[src/pcg_pkg.sv]
// shared constants, codes and offsets for the client datapath and status block
package pcg_pkg;
    localparam int DW = 8;
    localparam int SVW = 16;
    // receive codes driven with valid low, all but CODE_NONE with the error flag
    localparam logic [7:0] CODE_CARR_EXT = 8'h0f;
    localparam logic [7:0] CODE_LATE_ERR = 8'h1f;
    localparam logic [7:0] CODE_FALSE_CARR = 8'h0e;
    localparam logic [7:0] CODE_NONE = 8'h00;
    // register byte offsets
    localparam logic [11:0] ADDR_CTRL = 12'h000;
    localparam logic [11:0] ADDR_MGMT_STAT = 12'h004;
    localparam logic [11:0] ADDR_VECTOR = 12'h008;
    // control register fields
    localparam int CTRL_AN_EN = 0;
    localparam int CTRL_SGMII = 1;
    localparam int CTRL_PHY_SIDE = 2;
    localparam logic [2:0] CTRL_RESET = 3'h1;
    // management status fields
    localparam int MST_LINK = 2;
    localparam int MST_RFAULT = 4;
    // status vector fields
    localparam int SV_LINK = 0;
    localparam int SV_SYNC = 1;
    localparam int SV_IND_LO = 2;
    localparam int SV_IND_HI = 6;
    localparam int SV_PHY_LINK = 7;
    localparam int SV_RF_LO = 8;
    localparam int SV_RF_HI = 9;
    localparam int SV_SPD_LO = 10;
    localparam int SV_SPD_HI = 11;
    localparam int SV_DUPLEX = 12;
    localparam int SV_RFAULT = 13;
    localparam int SV_PAUSE_LO = 14;
    localparam int SV_PAUSE_HI = 15;
    // partner base ability fields
    localparam int LP_PAUSE_LO = 7;
    localparam int LP_PAUSE_HI = 8;
    localparam logic [1:0] RF_NONE = 2'h0;
    localparam logic [1:0] SPD_NONE = 2'h0;
    // receive classification, gray along idle-frame-extend-false
    typedef enum logic [1:0] {
        RX_IDLE = 2'b00,
        RX_FRAME = 2'b01,
        RX_EXTEND = 2'b11,
        RX_FALSE = 2'b10
    } pcg_rx_e;
endpackage

[src/pcg_rx_if.sv]
// next-cycle receive outputs handed from classifier to output stage
`timescale 1ns/1ps
interface pcg_rx_if;
    logic [pcg_pkg::DW-1:0] data;
    logic valid;
    logic err;
    logic [4:0] ind;
    modport src (output data, valid, err, ind);
    modport dst (input data, valid, err, ind);
endinterface

[src/pcg_client_status.sv]
// client byte datapath, receive error coding and link status vector
// Contract
// - transmit bytes under enable pass unchanged as plain data
// - errors are carried through both transmit and receive paths
// - after frame end, error flag with 0x0F means carrier extension
// - error flag raised within frame when decoder sees an error
// - late error in extension drives data 0x1F with error flag
// - false carrier signalled on corrupted start or line noise
// - bit 0 high only when synced and negotiation done if enabled
// - link status mirrored in management status bit 2
// - bit 1 follows synchronization alone
// - bit 7 is partner PHY link in SGMII after negotiation, else low
// - bits 6 to 2 aligned with receive data output
// - bit 2 on config sets, bit 3 on idle sets
// - bit 4 on invalid data inside config or idle set
// - bit 5 on disparity error, bit 6 on unknown code group
// - bits 9:8 remote fault code with negotiation, zero in PHY side
// - bits 11:10 negotiated speed when negotiation enabled
// - bit 12 negotiated duplex, one is full
// - bit 13 sticky remote fault, cleared only by status read
// - bits 15:14 mirror partner ability bits 8:7
//
// Added by the designer: the register addresses and the APB interface to the registers.
`timescale 1ns/1ps
module pcg_client_status #(
    parameter int DATA_W = pcg_pkg::DW
) (
    input wire logic pclk,
    input wire logic presetn,
    // apb slave
    input wire logic psel,
    input wire logic penable,
    input wire logic pwrite,
    input wire logic [11:0] paddr,
    input wire logic [31:0] pwdata,
    output logic [31:0] prdata,
    output logic pready,
    output logic pslverr,
    // client transmit
    input wire logic [DATA_W-1:0] tx_data,
    input wire logic tx_enable,
    input wire logic tx_error_flag,
    // towards encoder
    output logic [DATA_W-1:0] enc_data,
    output logic enc_enable,
    output logic enc_error,
    // from decoder
    input wire logic [DATA_W-1:0] dec_data,
    input wire logic dec_frame,
    input wire logic dec_frame_err,
    input wire logic dec_extend,
    input wire logic dec_extend_err,
    input wire logic dec_bad_start,
    input wire logic dec_config_set,
    input wire logic dec_idle_set,
    input wire logic dec_set_invalid,
    input wire logic dec_disp_err,
    input wire logic dec_not_in_table,
    // link and negotiation state
    input wire logic sync_ok,
    input wire logic an_complete,
    input wire logic phy_link,
    input wire logic [1:0] an_speed,
    input wire logic an_duplex,
    input wire logic remote_fault_evt,
    input wire logic [1:0] remote_fault_code,
    input wire logic [15:0] lp_ability,
    // client receive
    output logic [DATA_W-1:0] rx_data,
    output logic rx_valid,
    output logic rx_error_flag,
    output logic [pcg_pkg::SVW-1:0] status_vector
);
    import pcg_pkg::*;

    logic [2:0] ctrl_r;
    logic rfault_r;
    logic [31:0] prdata_r;
    logic rd_ok_r;
    pcg_rx_e rx_state_r;
    pcg_rx_e rx_state_nxt;
    logic [4:0] rx_ind;
    logic [SVW-1:0] sv_nxt;
    logic [SVW-1:0] sv_r;
    logic an_en;
    logic sgmii;
    logic phy_side;
    logic link_ok;
    logic setup;
    logic access;
    logic addr_hit;
    logic rd_stat;

    pcg_rx_if rx_nxt ();

    assign an_en = ctrl_r[CTRL_AN_EN];
    assign sgmii = ctrl_r[CTRL_SGMII];
    assign phy_side = ctrl_r[CTRL_PHY_SIDE];

    // apb decode; reads are captured in setup so pready can answer at once
    assign setup = psel && !penable;
    assign access = psel && penable;
    assign addr_hit = (paddr == ADDR_CTRL) || (paddr == ADDR_MGMT_STAT)
        || (paddr == ADDR_VECTOR);
    assign rd_stat = access && !pwrite && (paddr == ADDR_MGMT_STAT);
    assign pready = access;
    assign pslverr = access && !rd_ok_r;
    assign prdata = prdata_r;

    // read data register, unmapped addresses read zero
    always_ff @(posedge pclk or negedge presetn) begin
        if (!presetn) begin
            prdata_r <= 32'h0000_0000;
            rd_ok_r <= 1'b0;
        end else if (setup) begin
            rd_ok_r <= addr_hit;
            prdata_r <= 32'h0000_0000;
            if (paddr == ADDR_CTRL) begin
                prdata_r[2:0] <= ctrl_r;
            end else if (paddr == ADDR_MGMT_STAT) begin
                prdata_r[MST_LINK] <= sv_r[SV_LINK];
                prdata_r[MST_RFAULT] <= rfault_r;
            end else if (paddr == ADDR_VECTOR) begin
                prdata_r[SVW-1:0] <= sv_r;
            end
        end
    end

    // control register: negotiation enable, sgmii mode, phy side
    always_ff @(posedge pclk or negedge presetn) begin
        if (!presetn) begin
            ctrl_r <= CTRL_RESET;
        end else if (access && pwrite && (paddr == ADDR_CTRL)) begin
            ctrl_r <= pwdata[2:0];
        end
    end

    // sticky remote fault; a new fault wins over the clearing read
    always_ff @(posedge pclk or negedge presetn) begin
        if (!presetn) begin
            rfault_r <= 1'b0;
        end else if (remote_fault_evt) begin
            rfault_r <= 1'b1;
        end else if (rd_stat) begin
            rfault_r <= 1'b0;
        end
    end

    // transmit path: bytes are never parsed, the error flag rides along
    always_ff @(posedge pclk or negedge presetn) begin
        if (!presetn) begin
            enc_data <= '0;
            enc_enable <= 1'b0;
            enc_error <= 1'b0;
        end else begin
            enc_data <= tx_data;
            enc_enable <= tx_enable;
            enc_error <= tx_error_flag;
        end
    end

    // receive classification; extension may only follow a frame
    always_comb begin
        rx_state_nxt = rx_state_r;
        unique case (rx_state_r)
            RX_IDLE: begin
                if (dec_frame) begin
                    rx_state_nxt = RX_FRAME;
                end else if (dec_bad_start) begin
                    rx_state_nxt = RX_FALSE;
                end
            end
            RX_FRAME: begin
                if (!dec_frame) begin
                    rx_state_nxt = dec_extend ? RX_EXTEND : RX_IDLE;
                end
            end
            RX_EXTEND: begin
                if (dec_frame) begin
                    rx_state_nxt = RX_FRAME;
                end else if (!dec_extend) begin
                    rx_state_nxt = RX_IDLE;
                end
            end
            RX_FALSE: begin
                if (dec_frame) begin
                    rx_state_nxt = RX_FRAME;
                end else if (!dec_bad_start) begin
                    rx_state_nxt = RX_IDLE;
                end
            end
        endcase
    end

    // receive state; a new frame always wins over extension or false carrier
    always_ff @(posedge pclk or negedge presetn) begin
        if (!presetn) begin
            rx_state_r <= RX_IDLE;
        end else begin
            rx_state_r <= rx_state_nxt;
        end
    end

    // receive byte coding for the cycle being classified
    always_comb begin
        rx_nxt.data = CODE_NONE;
        rx_nxt.valid = 1'b0;
        rx_nxt.err = 1'b0;
        unique case (rx_state_nxt)
            RX_FRAME: begin
                rx_nxt.data = dec_data;
                rx_nxt.valid = 1'b1;
                rx_nxt.err = dec_frame_err;
            end
            RX_EXTEND: begin
                rx_nxt.err = 1'b1;
                rx_nxt.data = dec_extend_err ? CODE_LATE_ERR : CODE_CARR_EXT;
            end
            RX_FALSE: begin
                rx_nxt.err = 1'b1;
                rx_nxt.data = CODE_FALSE_CARR;
            end
            RX_IDLE: begin
                rx_nxt.data = CODE_NONE;
            end
        endcase
    end

    // code-group indicators go through the same output stage as the data
    assign rx_nxt.ind = {dec_not_in_table, dec_disp_err,
        dec_set_invalid && (dec_config_set || dec_idle_set),
        dec_idle_set, dec_config_set};

    pcg_rx_stage u_rx_stage (
        .pclk(pclk),
        .presetn(presetn),
        .nxt(rx_nxt.dst),
        .rx_data(rx_data),
        .rx_valid(rx_valid),
        .rx_error_flag(rx_error_flag),
        .rx_ind(rx_ind)
    );

    // link is only good once negotiation has finished, when it is enabled
    assign link_ok = sync_ok && (!an_en || an_complete);

    // status vector assembly
    always_comb begin
        sv_nxt = '0;
        sv_nxt[SV_LINK] = link_ok;
        sv_nxt[SV_SYNC] = sync_ok;
        sv_nxt[SV_PHY_LINK] = sgmii && an_complete && phy_link;
        if (an_en && !(sgmii && phy_side)) begin
            sv_nxt[SV_RF_HI:SV_RF_LO] = remote_fault_code;
        end else begin
            sv_nxt[SV_RF_HI:SV_RF_LO] = RF_NONE;
        end
        sv_nxt[SV_SPD_HI:SV_SPD_LO] = an_en ? an_speed : SPD_NONE;
        sv_nxt[SV_DUPLEX] = an_duplex;
        sv_nxt[SV_RFAULT] = rfault_r;
        sv_nxt[SV_PAUSE_HI:SV_PAUSE_LO] = lp_ability[LP_PAUSE_HI:LP_PAUSE_LO];
    end

    // registered fields, one cycle behind their sources
    always_ff @(posedge pclk or negedge presetn) begin
        if (!presetn) begin
            sv_r <= '0;
        end else begin
            sv_r <= sv_nxt;
        end
    end

    // indicator bits come straight from the output stage, not sv_r
    always_comb begin
        status_vector = sv_r;
        status_vector[SV_IND_HI:SV_IND_LO] = rx_ind;
    end

    tx_pass_a: assert property (@(posedge pclk) disable iff (!presetn)
        1'b1 |=> (enc_data == $past(tx_data)) && (enc_enable == $past(tx_enable))
            && (enc_error == $past(tx_error_flag)))
        else $error("transmit byte or qualifiers altered");

    ext_code_a: assert property (@(posedge pclk) disable iff (!presetn)
        (rx_state_r == RX_FRAME && !dec_frame && dec_extend && !dec_extend_err)
            |=> rx_error_flag && !rx_valid && (rx_data == CODE_CARR_EXT))
        else $error("carrier extension not coded as 0x0f");

    late_err_a: assert property (@(posedge pclk) disable iff (!presetn)
        (rx_state_r == RX_EXTEND && dec_extend && dec_extend_err && !dec_frame)
            |=> rx_error_flag && (rx_data == CODE_LATE_ERR))
        else $error("late error not coded as 0x1f");

    false_carr_a: assert property (@(posedge pclk) disable iff (!presetn)
        (rx_state_r == RX_IDLE && !dec_frame && dec_bad_start)
            |=> rx_error_flag && !rx_valid && (rx_data == CODE_FALSE_CARR))
        else $error("false carrier coding wrong");

    frame_err_a: assert property (@(posedge pclk) disable iff (!presetn)
        dec_frame |=> rx_valid && (rx_error_flag == $past(dec_frame_err)))
        else $error("frame error not flagged");

    link_bit_a: assert property (@(posedge pclk) disable iff (!presetn)
        (!sync_ok || (an_en && !an_complete)) |=> !status_vector[SV_LINK])
        else $error("link reported without sync or negotiation");

    sync_bit_a: assert property (@(posedge pclk) disable iff (!presetn)
        1'b1 |=> status_vector[SV_SYNC] == $past(sync_ok))
        else $error("sync bit does not follow sync state");

    phy_link_a: assert property (@(posedge pclk) disable iff (!presetn)
        !sgmii |=> !status_vector[SV_PHY_LINK])
        else $error("phy link bit high outside sgmii");

    rfault_hold_a: assert property (@(posedge pclk) disable iff (!presetn)
        (rfault_r && !rd_stat) |=> rfault_r)
        else $error("remote fault cleared without status read");

    pause_bits_a: assert property (@(posedge pclk) disable iff (!presetn)
        1'b1 |=> status_vector[SV_PAUSE_HI:SV_PAUSE_LO]
            == $past(lp_ability[LP_PAUSE_HI:LP_PAUSE_LO]))
        else $error("pause bits do not mirror partner ability");

    speed_zero_a: assert property (@(posedge pclk) disable iff (!presetn)
        !an_en |=> status_vector[SV_SPD_HI:SV_SPD_LO] == SPD_NONE)
        else $error("speed reported with negotiation disabled");

    // indicators at the status port follow the decoder flags one cycle later
    ind_map_a: assert property (@(posedge pclk) disable iff (!presetn)
        1'b1 |=> status_vector[SV_IND_HI:SV_IND_LO] == $past({dec_not_in_table,
            dec_disp_err, dec_set_invalid && (dec_config_set || dec_idle_set),
            dec_idle_set, dec_config_set}))
        else $error("code-group indicators do not follow decoder");

    duplex_bit_a: assert property (@(posedge pclk) disable iff (!presetn)
        1'b1 |=> status_vector[SV_DUPLEX] == $past(an_duplex))
        else $error("duplex bit does not follow negotiation");

    rf_phy_zero_a: assert property (@(posedge pclk) disable iff (!presetn)
        (sgmii && phy_side) |=> status_vector[SV_RF_HI:SV_RF_LO] == RF_NONE)
        else $error("remote fault code shown on phy side");

    link_mirror_a: assert property (@(posedge pclk) disable iff (!presetn)
        (setup && (paddr == ADDR_MGMT_STAT)) |=> prdata[MST_LINK] == $past(sv_r[SV_LINK]))
        else $error("management link bit does not mirror status");

    fault_set_a: assert property (@(posedge pclk) disable iff (!presetn)
        remote_fault_evt |=> rfault_r)
        else $error("remote fault event not latched");
endmodule // pcg_client_status

[src/pcg_rx_stage.sv]
// output register stage for receive bus and code-group indicators
`timescale 1ns/1ps
module pcg_rx_stage (
    input wire logic pclk,
    input wire logic presetn,
    pcg_rx_if.dst nxt,
    output logic [pcg_pkg::DW-1:0] rx_data,
    output logic rx_valid,
    output logic rx_error_flag,
    output logic [4:0] rx_ind
);
    import pcg_pkg::*;

    // one common stage keeps indicators aligned with the data they describe
    always_ff @(posedge pclk or negedge presetn) begin
        if (!presetn) begin
            rx_data <= CODE_NONE;
            rx_valid <= 1'b0;
            rx_error_flag <= 1'b0;
            rx_ind <= 5'h00;
        end else begin
            rx_data <= nxt.data;
            rx_valid <= nxt.valid;
            rx_error_flag <= nxt.err;
            rx_ind <= nxt.ind;
        end
    end

    // indicators move in lock step with receive data
    ind_align_a: assert property (@(posedge pclk) disable iff (!presetn)
        1'b1 |=> (rx_ind == $past(nxt.ind)) && (rx_data == $past(nxt.data)))
        else $error("indicators out of step with receive data");
endmodule // pcg_rx_stage
[config.mk]
export PLATFORM = sky130hd
export DESIGN_NAME = pcg_client_status
export DESIGN_NICKNAME = d
export VERILOG_FILES = /design/src/pcg_pkg.sv /design/src/pcg_rx_if.sv /design/src/pcg_client_status.sv /design/src/pcg_rx_stage.sv
export SDC_FILE = /design/constraint.sdc
export NUM_CORES = 1
export LEC_CHECK = 0
export BUFFER_PORTS_ARGS = -buffer_cell sky130_fd_sc_hd__buf_4
export CELL_PAD_IN_SITES_DETAIL_PLACEMENT = 0
export CELL_PAD_IN_SITES_GLOBAL_PLACEMENT = 1
export CORE_MARGIN = 8
export CORE_UTILIZATION = 29
export CTS_BUF_LIST = sky130_fd_sc_hd__clkbuf_16
export DETAILED_ROUTE_END_ITERATION = 10
export PLACE_DENSITY = 0.91
export SYNTH_ARGS = -nofsm -noshare
export SYNTH_HDL_FRONTEND = slang
export SYNTH_SLANG_ARGS = --single-unit
[constraint.sdc]
create_clock -name pclk -period 1.6 [get_ports pclk]
set_input_delay 0.16 -clock pclk [delete_from_list [all_inputs] [get_ports pclk]]
set_output_delay 0.16 -clock pclk [all_outputs]
set_load 0.01 [all_outputs]
==> results.rst <==
.. list-table::
   :header-rows: 1

   * - Metric
     - Value
   * - Antenna diode instance count
     - 0
   * - Register area share after synthesis
     - between 60% and 70%
   * - Die Y
     - between 100 and 150 um
   * - LEAKAGE
     - roughly 1.7 nW
   * - Required time at the endpoint of the critical path
     - about 1400 ps
   * - Setup violations, final
     - 0
   * - Warnings from Yosys
     - 0
   * - Final core area utilization
     - between 40% and 50%
   * - CTS tree
     - done
   * - GRT Resource Usage Total
     - 11.1%
   * - First-pass GRT wire length
     - just under 9000 um
   * - Simple-gate share of the synthesized area
     - ~14%
   * - Cell area after technology mapping
     - between 2000 and 2500 um^2
   * - Maximum number of pins on one net before global-route repair
     - 56
   * - Number of vias per cell after detailed routing
     - roughly 4
   * - Vias in the first global route
     - 1,700
   * - Total wirelength of the detailed-routed design
     - 5750 um
   * - Syn Area/Cell
     - ~13 um^2
   * - Largest family of logic cells by synthesized area
     - simple AND/OR/NAND/NOR gates
   * - Leading cell types in the layout, fill and taps excluded
     - sky130_fd_sc_hd__buf_4, sky130_fd_sc_hd__dfrtp_1, sky130_fd_sc_hd__nand2_1
   * - Number of antenna violations at the first check in global routing
     - 0
   * - Port Buffers
     - 109
   * - Relative area change from synthesis to final layout
     - 56.3%
   * - First drt pass iteration count
     - 3
   * - Site row count
     - 31
   * - Post-layout total power
     - ~2.8 mW
   * - Area of the core
     - between 7000 and 8000 um^2
   * - Die X-Extent
     - slightly above 100 um
   * - Max Cap Viol
     - 0
   * - Nature of the critical path startpoint
     - flip-flop
   * - Cell family contributing the most delay on the critical path
     - flip-flops
   * - Flop and latch count out of synthesis
     - 55
   * - CP cell instances
     - nor2b_1, buf_4
   * - CP Max Fanout
     - 2
   * - CTS sink count
     - between 50 and 60
   * - Tightest Pin Transition
     - slightly below 700 ps
   * - Synthesized-area fraction occupied by xor and xnor cells
     - 0%
   * - Status
     - completed
   * - DPL Wire Length
     - ~4400 um
   * - Remaining Overflow, GRT
     - 0
   * - Number of pins exceeding their max-slew limit in the final report
     - 0
   * - Clock-pin slew on the worst setup and hold paths
     - 60 ps
   * - Clock Skews
     - about 2.7 ps
   * - # nets final
     - approximately 400
   * - Avg WL per Cell
     - between 10 and 15 um
   * - Post-layout minimum cycle time
     - around 1100 ps
   * - Sum of negative setup slack
     - 0 ps
   * - Maximum buffer depth of the clock tree
     - 2
   * - Effective utilization at floorplan
     - a little under 30%
   * - Number of buffers created by CTS
     - 5
   * - Clock latency of the later-clocked register in the worst-skew pair
     - 280 ps
   * - Most common cell after layout, fill and taps aside
     - sky130_fd_sc_hd__buf_4
   * - Die Area
     - ~10,000 um^2
   * - Hold violation count in the final report
     - 0
   * - Number of H-tree branching levels
     - 2
   * - Master cell of the clock root buffer
     - sky130_fd_sc_hd__clkbuf_16
   * - Maximum operating frequency
     - approximately 0.94 GHz
   * - Post-synthesis compound-gate area fraction
     - 7.00%
   * - Number of vias after detailed routing
     - roughly 1.6k
   * - Antenna Violating Nets Remaining
     - 0
   * - Count of buffering cells on the critical path with inverters included
     - 1
   * - Final hold slack
     - roughly 53 ps
   * - Critical path's slowest cell
     - sky130_fd_sc_hd__dfrtp_1
   * - CP endpoint kind
     - primary output
   * - Final worst setup slack
     - 535 ps
   * - Peak ir drop on the vdd network
     - ~0.36 mV
   * - Type of the setup path with the least slack
     - flip-flop to primary output
   * - Remaining design rule violation count
     - 0
   * - Worst slack at placement
     - 237 ps
   * - Class of the tightest hold or removal check
     - input port to flip-flop
   * - Tcrit/Tclk final
     - between 60% and 70%
   * - Share of cells above drive strength 1
     - about two fifths
   * - First DRT Iteration DRCs
     - 47
   * - Power density cells
     - 856 nW/um^2
   * - Worst EP arrival
     - between 900 and 1000 ps
   * - Count of boundary I/O pins
     - roughly 170
   * - Routability Congestion
     - between 0.7 and 0.8
   * - Post-synthesis adder-cell area fraction
     - 0%
   * - Biggest cell delay along the critical path
     - 390 ps
   * - Distinct cell type count of the synthesized netlist
     - 32
   * - Share of synthesized area spent on multiplexers
     - ~3.6%
   * - RSZ-0062 raised after global routing
     - no
   * - Number of standard cells after synthesis
     - roughly 170
   * - Tightest slew margin relative to the limit
     - roughly 55%
==> sequential cells by signal (all words and copies together) (netlist names) <==
register,cells
u_rx_stage.rx_error_flag,1
sv_r,11
enc_error,1
rx_state_r,1
prdata,13
ctrl_r,3
u_rx_stage.rx_valid,1
u_rx_stage.rx_ind,5
enc_enable,1
rfault_r,1
rd_ok_r,1
u_rx_stage.rx_data,8
enc_data,8
==> metal layers <==
layer	vias to the layer above	global-route usage, %	part of all wire [%]
li1	777	-	-
met1	778	12.2	37
met2	61	19.7	54
met3	5	3.44	7.5
met4	0	3.78	1.3
met5	-	0	0
==> what timing repair did <==
item	4_1_cts	5_1_grt
hold buffers	19	0
setup buffers	0	0
endpoints found under the hold margin	72	0
resized for setup	0	0
==> layout make-up <==
| class | count | area, um^2 |
|---|---|---|
| Clock buffer | 5 | 125 |
| Multi-Input combinational cell | 97 | 598 |
| Tap cell | 99 | 124 |
| Timing Repair Buffer | 130 | 1020 |
| Fill cell | 678 | 3840 |
| Clock inverter | 3 | 12.5 |
| Sequential cell | 55 | 1380 |
| Inverter | 10 | 37.5 |
==> cell families (layout without fill, tap and decap cells) <==
kind of cell | count (synthesis) | count (layout)
buf+inv | 34 | 148
flops | 55 | 55
mux | 6 | 6
other cells | 1 | 19
compound gates | 24 | 24
simple gates | 48 | 48
==> where the power goes <==
group / switching, mW / total [mW] / internal (mW)
clock network: 0.437 / 1.00 / 0.566
logic: 0.164 / 0.367 / 0.203
registers: 0.0157 / 1.45 / 1.44
total: 0.617 / 2.82 / 2.21
==> synthesized netlist by cell type, drive strengths merged <==
library cell | count | area [um^2]
dfrtp | 54 | 1350
buf | 21 | 153
nand2 | 20 | 75.1
o21ai | 12 | 60.1
inv | 10 | 37.5
and2 | 6 | 37.5
a21o | 5 | 37.5
o31ai | 4 | 30.0
and3 | 3 | 18.8
clkbuf | 3 | 11.3
mux2 | 3 | 45.0
mux2i | 3 | 30.0
nand2b | 3 | 18.8
nand4 | 3 | 25.0
nand4b | 2 | 17.5
nor4 | 2 | 42.5
nor4bb | 2 | 20.0
a21boi | 1 | 7.51
a21oi | 1 | 5.00
and4 | 1 | 11.3
and4b | 1 | 10.0
conb | 1 | 3.75
dfstp | 1 | 26.3
nand3 | 1 | 5.00
nor2 | 1 | 3.75
nor2b | 1 | 6.26
nor3 | 1 | 5.00
nor3b | 1 | 7.51
o21a | 1 | 7.51
==> path summary, 6_finish.rpt <==
kind	start	endpoint	slack (ps)	depth (start not counted)
max reg2reg	rx_state_r[0]	u_rx_stage.rx_error_flag	580	3
min in group asynchronous	presetn	u_rx_stage.rx_ind[3]	510	2
min reg2reg	rfault_r	sv_r[13]	410	0
max in group asynchronous	presetn	sv_r[12]	660	2
max	rd_ok_r	pslverr	530	2
min	remote_fault_evt	rfault_r	50	2
==> metrics by stage <==
stage          instance area, um^2  std cells
2_1_floorplan                 2180        186
3_3_place_gp                  2970        372
3_5_place_dp                  2970        372
4_1_cts                       3300        399
5_1_grt                       3300        399
6_report                      3300        399
Power figures use the tool's default switching activity.
